File: config.mk
export PLATFORM = sky130hd
export DESIGN_NAME = powerup_sequencer_flat
export DESIGN_NICKNAME = d
export VERILOG_FILES = /design/src/rtl/powerup_pkg.sv /design/src/rtl/processor_link_if.sv /design/src/rtl/powerup_sequencer.sv /design/src/flat_wrapper.sv
export SDC_FILE = /design/constraint.sdc
export NUM_CORES = 1
export LEC_CHECK = 0
export ABC_CLOCK_PERIOD_IN_PS = 2700
export BUFFER_PORTS_ARGS = -buffer_cell sky130_fd_sc_hd__clkbuf_2
export CORE_ASPECT_RATIO = 0.7
export CORE_MARGIN = 3
export CORE_UTILIZATION = 25
export CTS_CLUSTER_DIAMETER = 30
export DETAILED_ROUTE_END_ITERATION = 8
export PLACE_DENSITY = 0.45
export SYNTH_ARGS = -nofsm -noshare
export SYNTH_HDL_FRONTEND = slang
export SYNTH_SLANG_ARGS = --single-unit
File: constraint.sdc
create_clock -name ref_clk_in -period 2.7 [get_ports ref_clk_in]
set_input_delay 0.27 -clock ref_clk_in [delete_from_list [all_inputs] [get_ports ref_clk_in]]
set_output_delay 0.27 -clock ref_clk_in [all_outputs]
set_load 0.02 [all_outputs]
File: src/rtl/powerup_pkg.sv
// Shared constants and types for the power-up sequencer and the main-processor end.
// Assumes a single 100 MHz clock for both ends.
package powerup_pkg;
	// ****************************************
	// Clock and timing
	// ****************************************
	localparam int unsigned CLK_HZ = 100000000;
	localparam int unsigned TICK_PERIOD_US = 16600;
	localparam int unsigned TICK_CYCLES = TICK_PERIOD_US * (CLK_HZ / 1000000);
	localparam int unsigned AUTOBAUD_TIMEOUT_CYCLES = 2000000;
	localparam int unsigned TEST_STEP_CYCLES = 64;
	localparam int unsigned DISK_INIT_CYCLES = 16;
	// ****************************************
	// Baud selections
	// ****************************************
	localparam logic [3:0] BAUD_300 = 4'h1;
	localparam logic [3:0] BAUD_1200 = 4'h3;
	localparam logic [3:0] BAUD_9600 = 4'h6;
	localparam logic [3:0] BAUD_NONE = 4'h0;
	// Bit-time thresholds for the autobaud measurement, in clock cycles
	localparam int unsigned BIT_9600 = 10417;
	localparam int unsigned BIT_1200 = 83333;
	// ****************************************
	// Mode switch and test selection
	// ****************************************
	typedef enum logic [1:0]
	{
		MODE_NORMAL = 2'h0,
		MODE_RESET = 2'h1,
		MODE_TEST = 2'h2
	} mode_sel_t;
	localparam logic [1:0] OPT_LOOPBACK = 2'h1;
	localparam logic [1:0] OPT_DISK_RW = 2'h2;
	// Lamp codes for the test steps
	localparam logic [4:0] LAMP_IO_SELF = 5'h01;
	localparam logic [4:0] LAMP_DISK_NOMEDIA = 5'h02;
	localparam logic [4:0] LAMP_LOOPBACK = 5'h03;
	localparam logic [4:0] LAMP_DISK_RW = 5'h04;
	localparam logic [4:0] LAMP_OFF = 5'h00;
	// ****************************************
	// Main processor boot
	// ****************************************
	localparam logic [15:0] BOOT_ROM_START = 16'o173000;
	localparam logic [15:0] BOOT_ROM_END = 16'o173776;
	localparam logic [1:0] BOOT_DRIVE = 2'h0;
endpackage

File: src/rtl/processor_link_if.sv
// Link between the power-up sequencer and the main processor.
// Assumes both ends run on the same clock.
`timescale 1ns/1ps
`default_nettype none
interface processor_link_if;
	logic hold_off;
	logic powerup_ok;
	logic test_mode;
	logic tick_irq;
	logic disk_init;
	logic status_read;
	modport sequencer
	(
		output hold_off,
		output powerup_ok,
		output test_mode,
		output tick_irq,
		output disk_init,
		input status_read
	);
	modport main_cpu
	(
		input hold_off,
		input powerup_ok,
		input test_mode,
		input tick_irq,
		input disk_init,
		output status_read
	);
endinterface
`default_nettype wire

File: src/rtl/powerup_sequencer.sv
// Power-up sequencer: configures ports, timer and disk, runs tests, releases main processor.
// Assumes switches and test results are synchronous to ref_clk_in.
`timescale 1ns/1ps
`default_nettype none
module powerup_sequencer
	import powerup_pkg::*;
(
	// Clock and reset
	input wire logic ref_clk_in,
	input wire logic resetn_in,
	// Switches
	input wire logic [1:0] mode_switch_in,
	input wire logic autobaud_switch_in,
	input wire logic tick_enable_switch_in,
	input wire logic cluster_present_in,
	input wire logic [1:0] test_option_in,
	// Console receive line for autobaud
	input wire logic console_rx_in,
	// Test results
	input wire logic test_done_in,
	input wire logic test_fail_in,
	// Link to main processor
	processor_link_if.sequencer link,
	// Configuration and status
	output logic [3:0] console_baud_out,
	output logic [3:0] modem_baud_out,
	output logic [3:0] printer_baud_out,
	output logic [11:0] cluster_baud_out,
	output logic stack_init_out,
	output logic irq_ctrl_init_out,
	output logic flags_clear_out,
	output logic test_start_out,
	output logic [4:0] cpu_lamps_out,
	output logic [4:0] disk_lamps_out,
	output logic test_failed_out
);
	import powerup_pkg::*;

	// ****************************************
	// State
	// ****************************************
	typedef enum logic [8:0]
	{
		S_IDLE = 9'h001,
		S_INIT = 9'h002,
		S_BAUD = 9'h004,
		S_AUTO = 9'h008,
		S_DISK = 9'h010,
		S_TEST = 9'h020,
		S_WAIT = 9'h040,
		S_FAIL = 9'h080,
		S_RUN = 9'h100
	} seq_state_t;

	typedef struct packed
	{
		seq_state_t state;
		logic auto_sw;
		logic tick_sw;
		logic cluster;
		logic test_mode;
		logic [1:0] opt;
		logic [2:0] step;
		logic [31:0] cnt;
		logic [31:0] tick_cnt;
		logic rx_prev;
		logic measuring;
		logic [3:0] con_baud;
		logic [3:0] mdm_baud;
		logic [3:0] prn_baud;
		logic [11:0] clu_baud;
		logic stack_init;
		logic irq_init;
		logic flags_clr;
		logic disk_init;
		logic hold_off;
		logic powerup_ok;
		logic tick_irq;
		logic test_start;
		logic [4:0] lamps;
		logic failed;
	} seq_regs_t;

	seq_regs_t r_q;
	seq_regs_t r_d;

	// Lamp code for a test step
	function automatic logic [4:0] step_lamp(input logic [2:0] s);
		case (s)
			3'h0: step_lamp = LAMP_IO_SELF;
			3'h1: step_lamp = LAMP_DISK_NOMEDIA;
			3'h2: step_lamp = LAMP_LOOPBACK;
			3'h3: step_lamp = LAMP_DISK_RW;
			default: step_lamp = LAMP_OFF;
		endcase
	endfunction

	// Bit time to baud code
	function automatic logic [3:0] measure_baud(input logic [31:0] c);
		if (c <= 32'(BIT_9600))
			measure_baud = BAUD_9600;
		else if (c <= 32'(BIT_1200))
			measure_baud = BAUD_1200;
		else
			measure_baud = BAUD_300;
	endfunction

	// ****************************************
	// Next state
	// ****************************************
	always_comb
	begin
		r_d = r_q;
		r_d.stack_init = 1'b0;
		r_d.irq_init = 1'b0;
		r_d.flags_clr = 1'b0;
		r_d.test_start = 1'b0;
		r_d.rx_prev = console_rx_in;
		// Tick interval timer
		if (r_q.tick_cnt >= 32'(TICK_CYCLES - 1))
			r_d.tick_cnt = '0;
		else
			r_d.tick_cnt = r_q.tick_cnt + 32'h1;
		r_d.tick_irq = r_q.tick_sw && (r_q.state == S_RUN) && (r_q.tick_cnt == 32'(TICK_CYCLES - 1));
		case (r_q.state)
			S_IDLE:
			begin
				r_d.auto_sw = autobaud_switch_in;
				r_d.tick_sw = tick_enable_switch_in;
				r_d.cluster = cluster_present_in;
				r_d.test_mode = (mode_switch_in == MODE_TEST);
				r_d.opt = test_option_in;
				r_d.stack_init = 1'b1;
				r_d.irq_init = 1'b1;
				r_d.flags_clr = 1'b1;
				r_d.tick_cnt = '0;
				r_d.state = S_INIT;
			end
			S_INIT:
			begin
				r_d.mdm_baud = BAUD_1200;
				r_d.prn_baud = BAUD_1200;
				r_d.clu_baud = r_q.cluster ? {3{BAUD_300}} : {3{BAUD_NONE}};
				r_d.state = S_BAUD;
			end
			S_BAUD:
			begin
				r_d.cnt = '0;
				r_d.measuring = 1'b0;
				if (r_q.auto_sw)
					r_d.state = S_AUTO;
				else
				begin
					r_d.con_baud = BAUD_9600;
					r_d.state = S_DISK;
				end
			end
			S_AUTO:
			begin
				// Width of first start bit sets the console rate
				r_d.cnt = r_q.cnt + 32'h1;
				if (!r_q.measuring && r_q.rx_prev && !console_rx_in)
				begin
					r_d.measuring = 1'b1;
					r_d.cnt = '0;
				end
				else if (r_q.measuring && console_rx_in)
				begin
					r_d.con_baud = measure_baud(r_q.cnt);
					r_d.cnt = '0;
					r_d.state = S_DISK;
				end
				else if (!r_q.measuring && r_q.cnt >= 32'(AUTOBAUD_TIMEOUT_CYCLES))
				begin
					r_d.con_baud = BAUD_9600;
					r_d.cnt = '0;
					r_d.state = S_DISK;
				end
			end
			S_DISK:
			begin
				r_d.disk_init = 1'b1;
				r_d.cnt = r_q.cnt + 32'h1;
				if (r_q.cnt >= 32'(DISK_INIT_CYCLES))
				begin
					r_d.disk_init = 1'b0;
					r_d.cnt = '0;
					r_d.step = 3'h0;
					r_d.state = r_q.test_mode ? S_TEST : S_RUN;
				end
			end
			S_TEST:
			begin
				// Skip optional steps the operator did not choose
				if ((r_q.step == 3'h2 && !r_q.opt[0]) || (r_q.step == 3'h3 && !r_q.opt[1]))
					r_d.step = r_q.step + 3'h1;
				else if (r_q.step >= 3'h4)
				begin
					r_d.lamps = LAMP_OFF;
					r_d.state = S_RUN;
				end
				else
				begin
					r_d.lamps = step_lamp(r_q.step);
					r_d.test_start = 1'b1;
					r_d.state = S_WAIT;
				end
			end
			S_WAIT:
			begin
				if (test_done_in)
				begin
					if (test_fail_in)
					begin
						r_d.failed = 1'b1;
						r_d.state = S_FAIL;
					end
					else
					begin
						r_d.step = r_q.step + 3'h1;
						r_d.state = S_TEST;
					end
				end
			end
			S_FAIL:
				r_d.state = S_FAIL;
			S_RUN:
			begin
				r_d.hold_off = 1'b0;
				r_d.powerup_ok = 1'b1;
			end
			default:
				r_d.state = S_IDLE;
		endcase
		// Reset position restarts the whole sequence
		if (mode_switch_in == MODE_RESET)
		begin
			r_d.state = S_IDLE;
			r_d.hold_off = 1'b1;
			r_d.powerup_ok = 1'b0;
			r_d.tick_irq = 1'b0;
			r_d.disk_init = 1'b0;
			r_d.lamps = LAMP_OFF;
			r_d.failed = 1'b0;
		end
	end

	// ****************************************
	// Registers
	// ****************************************
	always_ff @(posedge ref_clk_in or negedge resetn_in)
	begin
		if (!resetn_in)
		begin
			r_q <= '0;
			r_q.state <= S_IDLE;
			r_q.hold_off <= 1'b1;
			r_q.rx_prev <= 1'b1;
		end
		else
			r_q <= r_d;
	end

	// ****************************************
	// Outputs
	// ****************************************
	assign link.hold_off = r_q.hold_off;
	assign link.powerup_ok = r_q.powerup_ok;
	assign link.test_mode = r_q.test_mode;
	assign link.tick_irq = r_q.tick_irq;
	assign link.disk_init = r_q.disk_init;
	assign console_baud_out = r_q.con_baud;
	assign modem_baud_out = r_q.mdm_baud;
	assign printer_baud_out = r_q.prn_baud;
	assign cluster_baud_out = r_q.clu_baud;
	assign stack_init_out = r_q.stack_init;
	assign irq_ctrl_init_out = r_q.irq_init;
	assign flags_clear_out = r_q.flags_clr;
	assign test_start_out = r_q.test_start;
	assign cpu_lamps_out = r_q.lamps;
	assign disk_lamps_out = r_q.lamps;
	assign test_failed_out = r_q.failed;
endmodule
`default_nettype wire

File: src/flat_wrapper.sv
// flat-port wrapper written by rule: the top's interface ports become plain ports
module powerup_sequencer_flat import powerup_pkg::*;
  (ref_clk_in, resetn_in, mode_switch_in, autobaud_switch_in, tick_enable_switch_in, cluster_present_in, test_option_in, console_rx_in, test_done_in, test_fail_in, console_baud_out, modem_baud_out, printer_baud_out, cluster_baud_out, stack_init_out, irq_ctrl_init_out, flags_clear_out, test_start_out, cpu_lamps_out, disk_lamps_out, test_failed_out, link_hold_off, link_powerup_ok, link_test_mode, link_tick_irq, link_disk_init, link_status_read);
  processor_link_if link_i ();
  input wire logic ref_clk_in;
  input wire logic resetn_in;
  input wire logic [1:0] mode_switch_in;
  input wire logic autobaud_switch_in;
  input wire logic tick_enable_switch_in;
  input wire logic cluster_present_in;
  input wire logic [1:0] test_option_in;
  input wire logic console_rx_in;
  input wire logic test_done_in;
  input wire logic test_fail_in;
  output logic [3:0] console_baud_out;
  output logic [3:0] modem_baud_out;
  output logic [3:0] printer_baud_out;
  output logic [11:0] cluster_baud_out;
  output logic stack_init_out;
  output logic irq_ctrl_init_out;
  output logic flags_clear_out;
  output logic test_start_out;
  output logic [4:0] cpu_lamps_out;
  output logic [4:0] disk_lamps_out;
  output logic test_failed_out;
  output wire logic [$bits(link_i.hold_off)-1:0] link_hold_off;
  output wire logic [$bits(link_i.powerup_ok)-1:0] link_powerup_ok;
  output wire logic [$bits(link_i.test_mode)-1:0] link_test_mode;
  output wire logic [$bits(link_i.tick_irq)-1:0] link_tick_irq;
  output wire logic [$bits(link_i.disk_init)-1:0] link_disk_init;
  input wire logic [$bits(link_i.status_read)-1:0] link_status_read;
  assign link_hold_off = link_i.hold_off;
  assign link_powerup_ok = link_i.powerup_ok;
  assign link_test_mode = link_i.test_mode;
  assign link_tick_irq = link_i.tick_irq;
  assign link_disk_init = link_i.disk_init;
  assign link_i.status_read = link_status_read;
  powerup_sequencer u_core (.ref_clk_in(ref_clk_in), .resetn_in(resetn_in), .mode_switch_in(mode_switch_in), .autobaud_switch_in(autobaud_switch_in), .tick_enable_switch_in(tick_enable_switch_in), .cluster_present_in(cluster_present_in), .test_option_in(test_option_in), .console_rx_in(console_rx_in), .test_done_in(test_done_in), .test_fail_in(test_fail_in), .link(link_i), .console_baud_out(console_baud_out), .modem_baud_out(modem_baud_out), .printer_baud_out(printer_baud_out), .cluster_baud_out(cluster_baud_out), .stack_init_out(stack_init_out), .irq_ctrl_init_out(irq_ctrl_init_out), .flags_clear_out(flags_clear_out), .test_start_out(test_start_out), .cpu_lamps_out(cpu_lamps_out), .disk_lamps_out(disk_lamps_out), .test_failed_out(test_failed_out));
endmodule
# Yosys cells after proc, flatten, opt, wreduce, memory -nomap -nowiden
# Index checks and enable logic that the tools add are counted.
# Widths: inputs -> output; s select.
# classes
add_sub_neg	3
order_cmp	6
eq_ne	30
n_mux	46
n_reduce_logical	29
# ops
operator	count
$mux 32	5
$pmux 32 s3	1
$mux 9	10
$pmux 9 s9	1
$add 32x1->32 const B	2
$ge 32x21->1 const B	2
$mux 35	1
$eq 32x21->1 const B	1
$ge 32x5->1 const B	1
$le 32x14->1 const B	1
$le 32x17->1 const B	1
$mux 4	6
$mux 6	3
$reduce_bool 2->1	7
$mux 3	4
$ne 2x2->1 const B	6
$pmux 3 s4	1
$mux 5	2
$pmux 5 s2	1
$eq 9x1->1 const B	1
$eq 9x2->1 const B	1
$eq 9x3->1 const B	1
$eq 9x4->1 const B	1
$eq 9x5->1 const B	1
29 further kinds	53
# totals
ff_bits	115
input_bits	13
out_inout_bits	44
wordCells	138

# Depth between registers and ports, before layout
# depth
depth_word	7
depth_mapped	10
depth_no_buf	8

# Worst setup path after synthesis
# OpenSTA, ideal clock, no wires.
# synth_path
kind	register -> register
from	register u_core.r_q[114] (netlist name)
to	register u_core.r_q[103] (netlist name)
setup_ps	83
t_arrival_ps	2406
required_time_ps	2617
setup_slack_ps	211
path_stages_with_launch	9
path_buffers	2
synth_period_minus_slack_ps	2489
path_cell_list	dfrtp_1 or4_4 nand3b_4 or4_4 buf_6 and3_1 buf_6 or3_1 o21ai_0
# synth_between
elab_chain_len	2
elab_cells_between_ends	5
classes_between	3 x eq/ne; 1 x mux; 1 x reduce/logical
# synth_lines
element	line_no	rtl
from (decl)	powerup_sequencer.sv:84	seq_regs_t r_q;
from (signal assigned)	powerup_sequencer.sv:261	r_q <= r_d;
$eq 9x5->1, or another cell as far along	powerup_sequencer.sv:125	case (r_q.state)
$pmux 32 s3 or $reduce_bool 3->1 (tied branches)	n/a	
# Several ways; a longest one is shown, not always the timed one.
# A chain may end at the register's enable or synchronous reset.

# Worst setup path in the final report
# layout_path
from	register u_core.r_q[115] (netlist name)
to	register u_core.r_q[103] (netlist name)
# Same word-level chain as after synthesis.

==> impl_results.md <==
- Combinational power share: 0.229
- Final Wtd Congestion: 0.818
- Residual DRC: 0
- FF+latch count, synth: 99
- Hold path start: console_rx_in
- Num Clock Sinks: 99
- LEAKAGE: 2.68 nW
- Tmin final: 2.52 ns
- CTS Buf Count: 9
- Ports: 57
- Post-Route WL: 12500 um
- Vias per inst: 4.71
- Setup_tns: 0 ns
- Vias in the first global route: 4097
- Synth-to-layout area growth: 15.9%
- Sw Ratio: 0.318
- Die ar.: 23500 um2
- Max incr delay on CP: 0.53 ns
- Place WS: 0.118 ns
- Share of cells above drive strength 1: 0.174
- Clock Path Buffers: 2
- Final ANT Viol Nets: 0
- Setup bufs post-CTS: 0
- Clk pwr share: 0.332
- Synthesized area: 5430 um2
- CP Buf/Inv Count: 0
- Vias: 4334
- Number of enable-type register cells in the synthesized netlist: 0
- CTS H-tree depth: 3
- Psw: 1.36 mW
- Ys async rst share: 1.00
- Worst slew pin tran: 0.869 ns
- Worst setup margin: 0.178 ns
- Gr ovfl total: 0
- Worst slew margin: 0.419
- Clk pin slew, worst setup/hold paths: 0.07 ns
- IO buf count: 37
- Final HPWL DP: 9220 um
- CTS tree: done
- Hold endpoint: u_core.r_q[39]
- Worst setup SP type: register
- Peak Freq: 396 MHz
- Clk Latency, worst-skew pair: 0.35 ns
- Pin count of the biggest net entering global routing: 50
- Synth Instances: 590
- Clock Skews: 0.0110 ns
- WL/cell: 13.5 um
- Hold Path Cell Cnt: 1
- Max Slew Vio Count: 0
- Register-to-Register Path Depth: 6
- Total track usage: 0.110
- Sequential share of power: 0.439
- Crit end category: register
- Pwr per Cell Area: 678 nW/um2
- DRT iter0 DRCs: 268
- R2r endpoint: u_core.r_q[103]
- Initial antenna violation count: 0
- X dimension of the die: 182 um
- Initial Utilization: 0.258
- CTS root buf: clkbuf_16
- Worst path depth: 6
- N_diodes: 0
- Critical path arrival: 2.79 ns
- RSZ-0062 raised after global routing: false
- Chip height: 129 um
- Worst hold path type: in -> reg
- Register area share after synthesis: 0.457
- CP max FO: 13
- Syn. warnings: 0
- Worst IR Drop VDD: 372 uV
- Reg2Reg Setup Slack: 0.18 ns
- Kind of critical path: reg -> reg
- Post-layout nets: 662
- # setup viols final: 0
- Fin crit share: 0.934
- Most used cell, CP: or4_4
- R2R Path Start: u_core.r_q[115]
- Drt pass-1 iters: 4
- First-pass GRT wire length: 21100 um
- Cell variety after synth: 59
- CORE AREA: 21000 um2
- Total internal power: 2.91 mW
- Crit-path leading delay family: simple AND/OR/NAND/NOR gates
- Mean post-synth cell area: 9.20 um2
- CP required: 2.97 ns
- Status: completed
- Synth Flop Type: dfrtp_1
- Hold violation count in the final report: 0
- Core Rows: 44
- Maxcap violations: 0
- CP Cell Sequence: or4_4 -> nand3b_4 -> or4_4 -> and3_2 -> or3_1 -> o21ai_0
- Slowest-stage cell, CP: or4_4
-- power groups by stage --
| stage | clock network (mW) | registers (mW) | logic (mW) |
|---|---|---|---|
| 2_1_floorplan | 0 | 1.85 | 0.718 |
| 3_3_place_gp | 0 | 1.89 | 0.970 |
| 3_5_place_dp | 0 | 1.90 | 0.983 |
| 4_1_cts | 1.47 | 1.87 | 0.988 |
| 5_1_grt | 1.53 | 1.91 | 1.10 |
| 6_report | 1.42 | 1.87 | 0.979 |
-- kinds of logic (layout without fill, tap and decap cells) --
family,count (synthesis),in the layout,synth area share
adders and majority gates,9,9,0.0207
buffers and inverters,79,106,0.0874
muxes,11,11,0.0226
DFF,99,99,0.457
xor gates and xnor gates,23,23,0.0371
AOI/OAI and AO/OA,107,107,0.125
and+or+nand+nor,261,261,0.249
other,1,29,0.000691
-- layout by cell type (no fill, tap or decap), types with 3 or more instances in the layout --
cell and n:
conb_1 29, nand3_1 32, and2_1 3, xnor2_1 12, nor3_1 19, buf_4 32, nor3b_1 5, nand2_1 54
ha_1 9, or4_1 6, mux2_2 10, clkbuf_16 9, o31ai_1 3, clkbuf_2 36, or2_2 4, nor2_1 58
a21oi_1 25, xor2_1 11, nand3b_1 4, a21o_1 4, dfrtp_1 96, and3_1 13, o21ai_0 22, o21ai_1 4
a31oi_1 22, nand4_1 9, or3_1 11, inv_1 19, nor4_1 13, nand2b_1 12, o21a_1 3, nor2b_1 4
o2111ai_1 3, dfstp_2 3
-- timing repair --
item                                   CTS  global route
endpoints found under the hold margin   46             0
setup endpoints to repair                0            10
resized for setup                        0             6
hold buffers                             1             0
-- cell type report --
| cell class | instances | area (um2) |
|---|---|---|
| Clock buffer | 9 | 225 |
| Timing Repair Buffer | 71 | 470 |
| Clock inverter | 7 | 100 |
| Multi-Input combinational cell | 440 | 2600 |
| Inverter | 19 | 71.3 |
| Fill cell | 2221 | 14700 |
| Sequential cell | 99 | 2480 |
| Tap cell | 276 | 345 |
-- worst max-delay path by stage --
| stage | from | end |
|---|---|---|
| floorplan | u_core.r_q[114] | u_core.r_q[103] |
| global placement | u_core.r_q[114] | u_core.r_q[90] |
| detailed placement | u_core.r_q[114] | u_core.r_q[88] |
| CTS | u_core.r_q[114] | u_core.r_q[103] |
| global route | u_core.r_q[121] | u_core.r_q[118] |
| finish | u_core.r_q[115] | u_core.r_q[103] |
-- synthesized netlist by cell type (6+ instances only) --
cell type  number  area share
clkbuf_1       15       0.010
mux2_2         10       0.021
nor2_1         58       0.040
nor3_1         20       0.018
or3_1          11       0.013
nand2b_1       12       0.014
inv_1          19       0.013
nor4_1         14       0.016
and3_1         14       0.016
o21ai_0        23       0.021
xnor2_1        12       0.019
or4_1           6      0.0083
a21oi_1        25       0.023
buf_4          39       0.054
nand4_1         9       0.010
nand3_1        32       0.030
a31oi_1        22       0.025
xor2_1         11       0.018
dfrtp_1        96        0.44
nand2_1        54       0.037
ha_1            9       0.021
-- layer usage --
metal | routed length, um | global-route usage | up-vias
met2 | 5310 | 0.159 | 65
met3 | 380 | 0.0267 | 8
met5 | 0 | 0 | -
li1 | - | - | 2139
met4 | 97 | 0.0255 | 0
met1 | 6680 | 0.165 | 2122
-- worst reg2reg max path: stages, from the launching register on --
cell and delay (ns):
dfrtp_1 0.42, or4_4 0.53, nand3b_4 0.21, or4_4 0.51, and3_2 0.33, or3_1 0.38, o21ai_0 0.07
-- sequential cells by signal (all words and copies together), names as in the netlist --
register / count
u_core.r_q: 83
u_core.console_baud_out: 3
u_core.cpu_lamps_out: 3
u_core.cluster_baud_out: 1
u_core.flags_clear_out: 1
u_core.link.disk_init: 1
u_core.link.hold_off: 1
u_core.link.powerup_ok: 1
u_core.link.test_mode: 1
u_core.link.tick_irq: 1
u_core.printer_baud_out: 1
u_core.test_failed_out: 1
u_core.test_start_out: 1
-- stage by stage --
stage	cell area (um2)	hold slack, ns	utilization	cells	power (mW)
floorplan	5530	-0.0256	-	618	2.57
global placement	5940	0.349	0.282	904	2.86
detailed placement	5940	0.356	0.282	904	2.88
CTS	6270	0.0457	0.298	921	4.33
global route	6290	0.0424	0.299	921	4.54
finish	6290	0.0587	0.299	921	4.27
No activity file was read; power rests on OpenSTA's default activity.
